<file path="src/logic/dcw_regs.vh">
// Purpose: Shared constants of the converter housekeeping block
// Assumes: 24-bit command word, optional 8-bit check byte
// Notes:   Definitions only
`ifndef DCW_REGS_VH
`define DCW_REGS_VH

// Frame layout
`define DCW_WORD_BITS       24
`define DCW_FRAME_BITS      32
`define DCW_CMD_MSB         23
`define DCW_CMD_LSB         21
`define DCW_CH_MSB          17
`define DCW_CH_LSB          16

// Command codes in bits 23:21
`define DCW_CMD_DATA        3'h0
`define DCW_CMD_GAIN        3'h1
`define DCW_CMD_OFFSET      3'h2
`define DCW_CMD_CLRCODE     3'h3
`define DCW_CMD_DACCTL      3'h4
`define DCW_CMD_MAINCTL     3'h5
`define DCW_CMD_SOFT        3'h6
`define DCW_CMD_READ        3'h7

// Readback selectors (data bits 3:0)
`define DCW_RD_STATUS       4'h0
`define DCW_RD_MAINCTL      4'h1
`define DCW_RD_GAIN         2'h1
`define DCW_RD_OFFSET       2'h2
`define DCW_RD_CLRCODE      2'h3

// Main control fields
`define DCW_MC_SOW_BIT      0
`define DCW_MC_WDEN_BIT     1
`define DCW_MC_TSEL_LSB     2
`define DCW_MC_WIDTH        4
// Dac control field
`define DCW_DC_CLRALLOW_BIT 0
// Software register
`define DCW_SOFT_KEY        12'h195
`define DCW_SOFT_TOGGLE_BIT 12

// Status word fields
`define DCW_ST_OTEMP_BIT    8
`define DCW_ST_FCERR_BIT    10
`define DCW_ST_TOGGLE_BIT   11

// Reset values
`define DCW_GAIN_RST        12'hfff
`define DCW_OFFSET_RST      12'h800
`define DCW_CLRCODE_RST     12'h000
`define DCW_CODE_RST        12'h000
`define DCW_MAINCTL_RST     4'h0

// Calibration
`define DCW_CAL_SHIFT       12
`define DCW_CAL_MID         14'sh0800
`define DCW_CODE_MAX        12'hfff

// Check byte polynomial x^8+x^2+x+1
`define DCW_CRC_POLY        8'h07

// Timing
`define DCW_CLK_KHZ         200000
`define DCW_WD_T0_MS        5
`define DCW_WD_T1_MS        10
`define DCW_WD_T2_MS        100
`define DCW_WD_T3_MS        200

`endif

</file>
<file path="src/logic/dcw_cal.v">
// Purpose: Shared gain and offset trim engine, one multiplier and one adder
// Assumes: One request at a time; start ignored while busy
// Notes:   Result two cycles after start, clamped to the code range
`include "dcw_regs.vh"

module dcw_cal #(
  parameter W = 12
) (
  // Clock and reset
  input  wire         clk_sys_in,
  input  wire         rst_in,
  // Request
  input  wire         start_in,
  input  wire [1:0]   chan_in,
  input  wire [W-1:0] data_in,
  input  wire [W-1:0] gain_in,
  input  wire [W-1:0] offset_in,
  // Answer
  output wire         busy_out,
  output reg          done_out,
  output reg  [1:0]   chan_out,
  output reg  [W-1:0] code_out
);

  reg  [2*W:0]   prod_q;
  reg  [W-1:0]   off_q;
  reg            stage_q;
  wire [W:0]     scaled;
  wire signed [W+2:0] sum;

  assign busy_out = stage_q | done_out;
  assign scaled   = prod_q[2*W:`DCW_CAL_SHIFT];
  // Signed so that a small offset can go below zero before clamping
  assign sum = $signed({2'b00, scaled}) + $signed({3'b000, off_q}) - `DCW_CAL_MID;

  always @(posedge clk_sys_in or posedge rst_in)
  begin
    if (rst_in)
    begin
      prod_q   <= {(2*W+1){1'b0}};
      off_q    <= {W{1'b0}};
      stage_q  <= 1'b0;
      done_out <= 1'b0;
      chan_out <= 2'h0;
      code_out <= {W{1'b0}};
    end
    else
    begin
      done_out <= stage_q;
      stage_q  <= 1'b0;
      if (start_in && !busy_out)
      begin
        prod_q   <= data_in * ({1'b0, gain_in} + {{W{1'b0}}, 1'b1});
        off_q    <= offset_in;
        chan_out <= chan_in;
        stage_q  <= 1'b1;
      end
      if (stage_q)
      begin
        if (sum < 0)
          code_out <= {W{1'b0}};
        else if (sum > $signed({3'b000, `DCW_CODE_MAX}))
          code_out <= `DCW_CODE_MAX;
        else
          code_out <= sum[W-1:0];
      end
    end
  end

endmodule

</file>
<file path="src/logic/dcw_top.v">
// Purpose: Fault alarm, trim, clear, frame check and watchdog of a 4-channel converter
// Assumes: Serial pins asynchronous to clk_sys_in; sclk well below clk_sys_in / 4
// Notes:   Input sampled on sclk falling edge, serial_out moves on rising edge
`include "dcw_regs.vh"

module dcw_top #(
  parameter W       = 12,
  parameter CH      = 4,
  parameter WD_CYC0 = `DCW_WD_T0_MS * `DCW_CLK_KHZ,
  parameter WD_CYC1 = `DCW_WD_T1_MS * `DCW_CLK_KHZ,
  parameter WD_CYC2 = `DCW_WD_T2_MS * `DCW_CLK_KHZ,
  parameter WD_CYC3 = `DCW_WD_T3_MS * `DCW_CLK_KHZ
) (
  // Clock and reset
  input  wire            clk_sys_in,
  input  wire            rst_in,
  // Serial link
  input  wire            sclk_in,
  input  wire            sync_n_in,
  input  wire            serial_in,
  output reg             serial_out,
  // Fault sources
  input  wire [CH-1:0]   out_fault_in,
  input  wire            overtemp_in,
  // Alarm, open drain
  output wire            alarm_n_out,
  output wire            alarm_oe_out,
  // Clear and watchdog
  input  wire            clear_in,
  output reg             alert_out,
  // Channel codes, channel 0 in the low bits
  output wire [CH*W-1:0] dac_code_out
);

  function [7:0] crc_step;
    input [7:0] crc;
    input       din;
    begin
      crc_step = {crc[6:0], 1'b0} ^ ((crc[7] ^ din) ? `DCW_CRC_POLY : 8'h00);
    end
  endfunction

  function [25:0] wd_limit;
    input [1:0] sel;
    begin
      case (sel)
        2'h0:    wd_limit = WD_CYC0[25:0];
        2'h1:    wd_limit = WD_CYC1[25:0];
        2'h2:    wd_limit = WD_CYC2[25:0];
        default: wd_limit = WD_CYC3[25:0];
      endcase
    end
  endfunction

  // Synchronisers: stage 1 read only by stage 2
  reg [1:0]      sclk_s_q, sync_s_q, sdi_s_q, clr_s_q, ot_s_q;
  reg [2*CH-1:0] flt_s_q;
  reg            sclk_d_q, sync_d_q, clr_d_q;

  // Channel state
  reg [W-1:0]  gain_q    [0:CH-1];
  reg [W-1:0]  offset_q  [0:CH-1];
  reg [W-1:0]  clrcode_q [0:CH-1];
  reg [W-1:0]  data_q    [0:CH-1];
  reg [W-1:0]  code_q    [0:CH-1];
  reg [CH-1:0] clear_allow_q;
  reg [CH-1:0] pend_q;

  // Control and status
  reg [`DCW_MC_WIDTH-1:0] mainctl_q;
  reg          fc_err_q;
  reg          toggle_q;

  // Frame receiver
  reg [31:0]   shin_q;
  reg [5:0]    cnt_q;
  reg [7:0]    crc_q;
  reg [15:0]   shout_q;
  reg [15:0]   rb_word_q;
  reg          rb_status_q;
  reg          out_status_q;

  // Watchdog
  reg [25:0]   wd_cnt_q;

  wire sclk_rise  = sclk_s_q[1] & ~sclk_d_q;
  wire sclk_fall  = ~sclk_s_q[1] & sclk_d_q;
  wire sync_fall  = ~sync_s_q[1] & sync_d_q;
  wire sync_rise  = sync_s_q[1] & ~sync_d_q;
  wire clr_rise   = clr_s_q[1] & ~clr_d_q;
  wire in_frame   = ~sync_s_q[1];
  wire [CH-1:0] flt_now = flt_s_q[2*CH-1:CH];
  wire sow_en     = mainctl_q[`DCW_MC_SOW_BIT];
  wire wd_en      = mainctl_q[`DCW_MC_WDEN_BIT];
  wire [1:0] tsel = mainctl_q[`DCW_MC_TSEL_LSB+1:`DCW_MC_TSEL_LSB];

  wire len24   = (cnt_q == `DCW_WORD_BITS);
  wire len32   = (cnt_q == `DCW_FRAME_BITS);
  wire crc_ok  = (shin_q[7:0] == crc_q);
  wire [23:0] word = len32 ? shin_q[31:8] : shin_q[23:0];
  wire frame_ok  = sync_rise & (len24 | (len32 & crc_ok));
  wire frame_bad = sync_rise & len32 & ~crc_ok;
  wire [2:0] cmd = word[`DCW_CMD_MSB:`DCW_CMD_LSB];
  wire [1:0] wch = word[`DCW_CH_MSB:`DCW_CH_LSB];
  wire [W-1:0] wval = word[W-1:0];
  wire key_ok = frame_ok & (cmd == `DCW_CMD_SOFT) & (wval == `DCW_SOFT_KEY);

  wire [15:0] status_word;
  assign status_word = {4'h0, toggle_q, fc_err_q, 1'b0, ot_s_q[1], 4'h0, flt_now};

  // Wired-OR fault line: pull low or release
  wire alarm_act = (|flt_now) | ot_s_q[1] | fc_err_q;
  assign alarm_n_out  = 1'b0;
  assign alarm_oe_out = alarm_act;

  genvar g;
  generate
    for (g = 0; g < CH; g = g + 1)
    begin : g_out
      assign dac_code_out[g*W +: W] = code_q[g];
    end
  endgenerate

  // Shared calibration arbiter, lowest pending channel first
  reg  [1:0] pick;
  integer    k;
  always @*
  begin
    pick = 2'h0;
    for (k = CH-1; k >= 0; k = k - 1)
      if (pend_q[k])
        pick = k[1:0];
  end

  wire         cal_busy;
  wire         cal_done;
  wire [1:0]   cal_ch;
  wire [W-1:0] cal_code;
  wire         cal_go = (|pend_q) & ~cal_busy;

  dcw_cal #(
    .W (W)
  ) u_cal (
    .clk_sys_in (clk_sys_in),
    .rst_in     (rst_in),
    .start_in   (cal_go),
    .chan_in    (pick),
    .data_in    (data_q[pick]),
    .gain_in    (gain_q[pick]),
    .offset_in  (offset_q[pick]),
    .busy_out   (cal_busy),
    .done_out   (cal_done),
    .chan_out   (cal_ch),
    .code_out   (cal_code)
  );

  // Readback word for a read command
  reg [15:0] rb_sel_word;
  always @*
  begin
    case (wval[3:2])
      `DCW_RD_GAIN:    rb_sel_word = {4'h0, gain_q[wval[1:0]]};
      `DCW_RD_OFFSET:  rb_sel_word = {4'h0, offset_q[wval[1:0]]};
      `DCW_RD_CLRCODE: rb_sel_word = {4'h0, clrcode_q[wval[1:0]]};
      default:
        rb_sel_word = (wval[3:0] == `DCW_RD_MAINCTL) ? {12'h000, mainctl_q} : status_word;
    endcase
  end

  integer i;
  always @(posedge clk_sys_in or posedge rst_in)
  begin
    if (rst_in)
    begin
      // Link clock idles high, so reset to that level: no false edge after reset
      sclk_s_q <= 2'b11;
      sync_s_q <= 2'b11;
      sdi_s_q  <= 2'b00;
      clr_s_q  <= 2'b00;
      ot_s_q   <= 2'b00;
      flt_s_q  <= {2*CH{1'b0}};
      sclk_d_q <= 1'b1;
      sync_d_q <= 1'b1;
      clr_d_q  <= 1'b0;
      for (i = 0; i < CH; i = i + 1)
      begin
        gain_q[i]    <= `DCW_GAIN_RST;
        offset_q[i]  <= `DCW_OFFSET_RST;
        clrcode_q[i] <= `DCW_CLRCODE_RST;
        data_q[i]    <= {W{1'b0}};
        code_q[i]    <= `DCW_CODE_RST;
      end
      clear_allow_q <= {CH{1'b0}};
      pend_q       <= {CH{1'b0}};
      mainctl_q    <= `DCW_MAINCTL_RST;
      fc_err_q     <= 1'b0;
      toggle_q     <= 1'b0;
      shin_q       <= 32'h0000_0000;
      cnt_q        <= 6'h00;
      crc_q        <= 8'h00;
      shout_q      <= 16'h0000;
      rb_word_q    <= 16'h0000;
      rb_status_q  <= 1'b0;
      out_status_q <= 1'b0;
      serial_out   <= 1'b0;
      wd_cnt_q     <= 26'h000_0000;
      alert_out    <= 1'b0;
    end
    else
    begin
      sclk_s_q <= {sclk_s_q[0], sclk_in};
      sync_s_q <= {sync_s_q[0], sync_n_in};
      sdi_s_q  <= {sdi_s_q[0], serial_in};
      clr_s_q  <= {clr_s_q[0], clear_in};
      ot_s_q   <= {ot_s_q[0], overtemp_in};
      flt_s_q  <= {flt_s_q[CH-1:0], out_fault_in};
      sclk_d_q <= sclk_s_q[1];
      sync_d_q <= sync_s_q[1];
      clr_d_q  <= clr_s_q[1];

      // Frame start: pick what goes out on serial_out
      if (sync_fall)
      begin
        cnt_q <= 6'h00;
        crc_q <= 8'h00;
        out_status_q <= sow_en | rb_status_q;
        if (sow_en)
        begin
          shout_q    <= {status_word[14:0], 1'b0};
          serial_out <= status_word[15];
        end
        else
        begin
          shout_q    <= {rb_word_q[14:0], 1'b0};
          serial_out <= rb_word_q[15];
        end
      end
      else if (in_frame && sclk_rise)
      begin
        serial_out <= shout_q[15];
        shout_q    <= {shout_q[14:0], 1'b0};
      end
      else if (!in_frame)
        serial_out <= 1'b0;

      if (in_frame && sclk_fall)
      begin
        shin_q <= {shin_q[30:0], sdi_s_q[1]};
        if (cnt_q != 6'h3f)
          cnt_q <= cnt_q + 6'h01;
        if (cnt_q < `DCW_WORD_BITS)
          crc_q <= crc_step(crc_q, sdi_s_q[1]);
      end

      // Register writes at frame end
      if (frame_ok)
      begin
        rb_status_q <= 1'b0;
        case (cmd)
          `DCW_CMD_DATA:
          begin
            data_q[wch] <= wval;
            pend_q[wch] <= 1'b1;
          end
          `DCW_CMD_GAIN:    gain_q[wch] <= wval;
          `DCW_CMD_OFFSET:  offset_q[wch] <= wval;
          `DCW_CMD_CLRCODE: clrcode_q[wch] <= wval;
          `DCW_CMD_DACCTL:  clear_allow_q[wch] <= wval[`DCW_DC_CLRALLOW_BIT];
          `DCW_CMD_MAINCTL: mainctl_q <= wval[`DCW_MC_WIDTH-1:0];
          `DCW_CMD_SOFT:    toggle_q <= word[`DCW_SOFT_TOGGLE_BIT];
          `DCW_CMD_READ:
          begin
            // Status-on-write owns serial_out, so other reads are dropped
            if (!sow_en)
            begin
              rb_word_q   <= rb_sel_word;
              rb_status_q <= (rb_sel_word == status_word) &&
                             (wval[3:2] == 2'h0) && (wval[3:0] != `DCW_RD_MAINCTL);
            end
          end
          default: ;
        endcase
      end

      // Shared engine: take the request, then store the result
      if (cal_go)
        pend_q[pick] <= 1'b0;
      if (frame_ok && cmd == `DCW_CMD_DATA && cal_go && pick == wch)
        pend_q[wch] <= 1'b1;
      if (cal_done)
        code_q[cal_ch] <= cal_code;

      // Clear edge wins over a result landing the same cycle
      if (clr_rise)
      begin
        for (i = 0; i < CH; i = i + 1)
          if (clear_allow_q[i])
            code_q[i] <= clrcode_q[i];
      end

      // Error flag: read of status clears, a new failure wins
      if (sync_rise && out_status_q && (len24 || len32))
        fc_err_q <= 1'b0;
      if (frame_bad)
        fc_err_q <= 1'b1;

      // Watchdog
      if (!wd_en || key_ok)
      begin
        wd_cnt_q  <= 26'h000_0000;
        alert_out <= 1'b0;
      end
      else if (wd_cnt_q >= wd_limit(tsel) - 26'h000_0001)
        alert_out <= 1'b1;
      else
        wd_cnt_q <= wd_cnt_q + 26'h000_0001;
    end
  end

endmodule

</file>
<file path="config.mk">
export PLATFORM = sky130hd
export DESIGN_NAME = dcw_top
export DESIGN_NICKNAME = d
export VERILOG_FILES = /design/src/logic/dcw_cal.v /design/src/logic/dcw_top.v
export VERILOG_INCLUDE_DIRS = /design/src /design/src/logic
export SDC_FILE = /design/constraint.sdc
export NUM_CORES = 2
export LEC_CHECK = 0
export ABC_AREA = 1
export CORE_UTILIZATION = 65
export DETAILED_ROUTE_END_ITERATION = 10
export DONT_BUFFER_PORTS = 1
export PLACE_DENSITY_LB_ADDON = 0.15
export SETUP_SLACK_MARGIN = 0.1
export SYNTH_ARGS = -nofsm -noshare
export SYNTH_HDL_FRONTEND = slang
export SYNTH_SLANG_ARGS = --single-unit
export TNS_END_PERCENT = 5
</file>
<file path="constraint.sdc">
create_clock -name clk_sys_in -period 21.3 [get_ports clk_sys_in]
set_input_delay 1.065 -clock clk_sys_in [delete_from_list [all_inputs] [get_ports clk_sys_in]]
set_output_delay 1.065 -clock clk_sys_in [all_outputs]
set_load 0.01 [all_outputs]
</file>
* Word-level counts from Yosys, hierarchy flattened *
Cells that the tools add are included.

word-level totals
  register bits = 436
  bits of input ports = 11
  output and inout port bits = 52
  logic and storage cells = 239

operators by class
  add/subtract/negate cells = 6
  multiply operators = 1
  order comparisons = 14
  equal/unequal tests = 22
  mux-type cells = 76
  bitwise logic cells = 35
  reductions and logical operators = 35

operator list
  operator                count
  $mux 12                 21
  $bwmux 48               5
  $bmux 12 s2             6
  $mux 48                 2
  $mux 26                 3
  $pmux 26 s3             1
  $demux 12 s2            2
  $mux 16                 3
  $pmux 12 s3             1
  $add 26x1->26 const B   1
  $ge 26x26->1            1
  $sub 26x1->26 const B   1
  $mul 12x25->25          1
  $mux 24                 1
  $mux 8                  3
  $mux 6                  3
  $eq 16x12->1            1
  $mux 4                  4
  $gt 15x13->1 const B    1
  $lt 15x1->1 const B     1
  $sub 14x12->15 const B  1
  $add 13x12->14          1
  $logic_and 1x1->1       14
  $reduce_and 2->1        7
  other kinds (43)        104

* Depth between registers and ports, before layout *
  word-level depth = 13
  gate-level depth with buffers = 38
  mapped depth without buffers = 38

* Cells and area by module *
From an unflattened synthesis, not the netlist that was laid out.

second synthesis, totals
  cell total of the unflattened synthesis = 3479
  area total of the unflattened synthesis = 26785.7 um2

by module, submodules not included
  module   times used  cells an instance  area an instance (um2)  sequential area each (um2)
  dcw_top  1           2467               19202.2                 9531.6
  dcw_cal  1           1012               7583.5                  1026.0

* Least setup slack after synthesis *
OpenSTA, ideal clock, no wires.

  kind = flip-flop to flip-flop
  start = register pend_q[2]
  end = register u_cal.prod_q[21]
  library setup time = 0.132 ns
  arrival time = 6.106 ns
  required time = 21.168 ns
  setup slack = 15.062 ns
  stages on the path, launching flop included = 34
  path buffers = 0
  clock period less this slack = 6.238 ns
  cells stage by stage = dfrtp_1 > inv_2 > nand2_1 > nand2_1 > nand2_1 > nand2_4 > or2_1 > nand2_2 > clkinv_1 > ha_1 > inv_1 > nor2_1 > nand2_1 > nor2_4 > inv_1 > nand2_1 > inv_1 > nand2_1 > fa_1 > inv_1 > fa_1 > fa_1 > fa_1 > inv_1 > fa_1 > inv_1 > ha_1 > a21oi_1 > inv_1 > a21oi_1 > o221ai_1 > a31oi_1 > xor2_1 > o21ai_1

on the way
  longest elaborated chain between the ends = 9
  elaborated cells between the ends (all ways) = 15
  those cells by class = add/sub: 1; mul: 1; mux: 9; bitwise: 2; reduce/logical: 2

RTL lines
  item                                        RTL line                      RTL
  start, declared                             dcw_top.v:67                  reg [CH-1:0] pend_q;
  start signal, assigned                      dcw_top.v:194                 pend_q <= {CH{1'b0}};
  $mux 2 (3 in a row)                         dcw_top.v:131                 if (pend_q[k])
  $not 2->3 (implied by the code)             dcw_top.v:148, dcw_top.v:149
  $bmux 12 s2                                 dcw_top.v:149                 .gain_in (gain_q[pick]),
  $mux 12 (implied by the code) (2 in a row)  dcw_top.v:149
  $add 12x1->13                               dcw_cal.v:53                  prod_q <= data_in * ({1'b0, gain_in} + {{W{1'b0}}, 1'b1});
  $mul 12x25->25                              dcw_cal.v:53
  end signal, assigned                        dcw_cal.v:40                  prod_q <= {(2*W+1){1'b0}};
  end signal, assigned                        dcw_cal.v:53
  end, declared                               dcw_cal.v:25                  reg [2*W:0] prod_q;

Several ways; a longest one is shown, not always the timed one. The select of a mux whose other input is x is not followed.
A chain may end at the register's enable or synchronous reset.

* Worst setup path in the final report *
  start = register pend_q[2]
  end = register u_cal.prod_q[18]

The elaborated chain is that of the path after synthesis.

==> metrics.txt <==
status completed; max incr delay on CP 770 ps; clk slew on worst S/H paths 60 ps; f_max 125 MHz; worst reg2reg endpoint u_cal.prod_q[18]$_DFFE_PP0P_; Worst Path Max Fanout 21; crit path launch type register; DIE AREA 40300 um^2; M1 wire length 30700 um; number of global-route vias before repair 21100; Residual DRC 0; Fill cells 3096; worst skew pair latency 580 ps; largest net degree at the start of global routing 199; DR vias 21700; Worst IR Drop VDD 0.000109 V; FF-to-FF setup slack 13330 ps; DRT iter0 DRCs 2259; PwrDens 116 nW/um^2; antenna-violating nets left 0; min-delay src flt_s_q[3]$_DFF_PP0_; nets@finish 3272; routed wl met2 31700 um; Leak 12.8 nW; Num CTS Buffers 45; Final Critical Period 7970 ps; max cap viols 0; Worst Path Required 21750 ps; reg-to-reg startpoint pend_q[2]$_DFF_PP0_; clk buf depth 3; final design utilization 70.8%; final hold violation count 0; synthesized area per cell 8.27 um^2; Post-synth EDFFs 0; synth unique cells 70; Layout area overhead 6.89%; Post-synth top cells 672 x nand2_1, 399 x o21ai_0, 361 x dfrtp_1; final setup fails 0; Post-DP Area 25900 um^2; Max Clock Skew 25.3 ps; Root Buffer Master clkbuf_16; fraction of layout cells with a size suffix above 1 8.27%; Highest Signal Layer met4; final worst path period share 37.4%; post-synth top area share 35.1%; slowest stage cell, crit path nand2_1; Slew Viols, Final 0; Setup crit end kind register; slew margin rel. 23.5%; CP delay by family, top adder cells; TritonCTS clock tree done; Hold Path Depth 0; total track usage 36.4%; clk sinks 419; cell area after layout 27500 um^2; GPL Wtd Cong 0.954; Design Power 3.19 mW; Worst Hold Class reg -> reg; count leader, synth nand2_1; Seq/Total Area, Yosys 41.1%; core area 38800 um^2; Congestion Overflow GR 0; initial core utilization 66.2%; cts repair resizes 0; Vias/cell 6.03; async set-or-reset flop fraction in the synthesized netlist 100%; Seq cells post-synth 419; Worst-Margin Slew 1150 ps; Crit Path Class reg -> reg; met3 routed WL 5830 um; Buf/Inv on CP 5; htree depth 2; Port Buf Inserts 0; Detailed Route WL 71200 um; Synth area leaders dfrtp_1 35%, nand2_1 9.8%, fa_1 8.6%, o21ai_0 7.8%, dfstp_2 5.9%; TNS Setup 0 ps; Worst Path Arrival 8430 ps; prevailing post-synth register cell dfrtp_1; Ports 63; Die Ht 201 um; Inserted Diodes 0; Post-Synthesis Cells 3108; WL per Instance 19.8 um; r2r worst-path depth 29; Syn Nets 3345; CTS Hold Bufs 0; post-CTS setup buffers 0; Die W 201 um; number of detailed-route iterations in the first pass 5; global-route wire length before repair 116000 um; HPWL after detailed placement 51300 um; Min-Delay Endpoint flt_s_q[7]$_DFF_PP0_; CP most frequent cell nand2_1; Synth Warn # 0; Synth area leader dfrtp_1; Post-Syn Area 25700 um^2; RSZ-0062 raised after global routing no; cell row count 72; antenna violations before repair 1
-- registers in the layout, indices dropped and copies added (netlist names), 4 cells and up --
name,flops
dac_code_out,48
u_cal.prod_q,13
data_q,48
cnt_q,6
clrcode_q,48
gain_q,48
u_cal.code_out,12
crc_q,8
u_cal.off_q,12
rb_word_q,12
pend_q,4
wd_cnt_q,26
shin_q,32
mainctl_q,4
shout_q,15
offset_q,48
clear_allow_q,4
flt_s_q,8
-- through the flow --
step                      setup WS [ps]  hold slack [ps]  instances
final                             13330              349       3590
after global routing              12810              352       3590
after CTS                         13460              349       3590
after detailed placement          13520              336       3506
after global placement            13610              334       3506
after floorplan                    8670              331       3108
-- how the worst max path moves through the flow --
| stage | startpoint | to | slack [ps] | cells after the start |
|---|---|---|---|---|
| final | pend_q[2]$_DFF_PP0_ | u_cal.prod_q[18]$_DFFE_PP0P_ | 13330 | 29 |
| after global routing | pend_q[2]$_DFF_PP0_ | u_cal.prod_q[18]$_DFFE_PP0P_ | 12810 | 29 |
| after CTS | pend_q[2]$_DFF_PP0_ | u_cal.prod_q[18]$_DFFE_PP0P_ | 13460 | 29 |
| after detailed placement | pend_q[2]$_DFF_PP0_ | u_cal.prod_q[18]$_DFFE_PP0P_ | 13520 | 29 |
| after global placement | pend_q[2]$_DFF_PP0_ | u_cal.prod_q[22]$_DFFE_PP0P_ | 13610 | 29 |
| after floorplan | rst_in | alert_out$_DFFE_PP0P_ | 8670 | 1 |
-- report_power, final --
group          switching, mW  internal [mW]  total [mW]  leakage (nW)
Clock                  0.329          0.494       0.822         0.768
Sequential            0.0987          0.881       0.980          5.52
Combinational          0.955          0.435        1.39          6.54
Total                   1.38           1.81        3.19          12.8
-- cell families after synthesis --
kind of cell	share of synthesized area, %
AOI/OAI and AO/OA	15.6
xor gates and xnor gates	1.02
adders and majority gates	14.2
buffers and inverters	7.98
DFF	41.1
muxes	0.740
other	0.0146
and+or+nand+nor	19.3
-- layer usage --
layer	up-vias	track usage, %
li1	10000	-
met1	10500	52.3
met2	953	55.2
met3	156	6.12
met4	0	14.8
met5	-	0
-- cells in the final DEF, fill, tap and decap left out, types with 6 or more instances in the layout --
| cell | synthesis | layout |
|---|---|---|
| nor4_1 | 6 | 6 |
| o21ai_2 | 17 | 16 |
| o21ai_0 | 399 | 399 |
| ha_1 | 116 | 116 |
| xnor2_1 | 13 | 13 |
| nor3_1 | 27 | 26 |
| o22ai_1 | 35 | 35 |
| nand4_1 | 17 | 17 |
| dfrtp_1 | 361 | 361 |
| o21ai_1 | 24 | 24 |
| dfstp_2 | 58 | 58 |
| inv_2 | 18 | 19 |
| clkinv_1 | 10 | 10 |
| nand3_1 | 130 | 130 |
| fa_1 | 110 | 110 |
| o21a_1 | 26 | 26 |
| buf_4 | 6 | 15 |
| clkbuf_16 | 0 | 47 |
| clkbuf_1 | 100 | 6 |
| nand2_2 | 10 | 10 |
| o211ai_1 | 20 | 20 |
| nor2_1 | 277 | 276 |
| mux2_2 | 16 | 16 |
| xor2_1 | 15 | 15 |
| o221ai_1 | 7 | 7 |
| nor3_2 | 5 | 6 |
| inv_1 | 356 | 354 |
| nand3b_1 | 7 | 7 |
| nand2_1 | 672 | 672 |
| clkinv_2 | 0 | 10 |
| a31oi_1 | 42 | 42 |
| a21oi_1 | 108 | 108 |
| clkbuf_8 | 0 | 8 |
-- cell type report --
cell class | instances | area [um^2] | area share, %
tap | 518 | 648 | 2.36
clock inverter | 23 | 264 | 0.961
inverter | 385 | 1460 | 5.30
multi-input combinational | 2168 | 13100 | 47.7
sequential | 419 | 10600 | 38.4
clock buffer | 61 | 1310 | 4.76
timing repair buffer | 16 | 133 | 0.483
-- worst register-to-register path, delay by kind of cell, from the launching register on --
family | cells | cell delay (ps)
adders and majority gates | 6 | 2950
and+or+nand+nor | 13 | 2900
AOI/OAI and AO/OA | 4 | 750
DFF | 1 | 580
buffers and inverters | 5 | 530
xor gates and xnor gates | 1 | 160
Power figures use the tool's default switching activity.
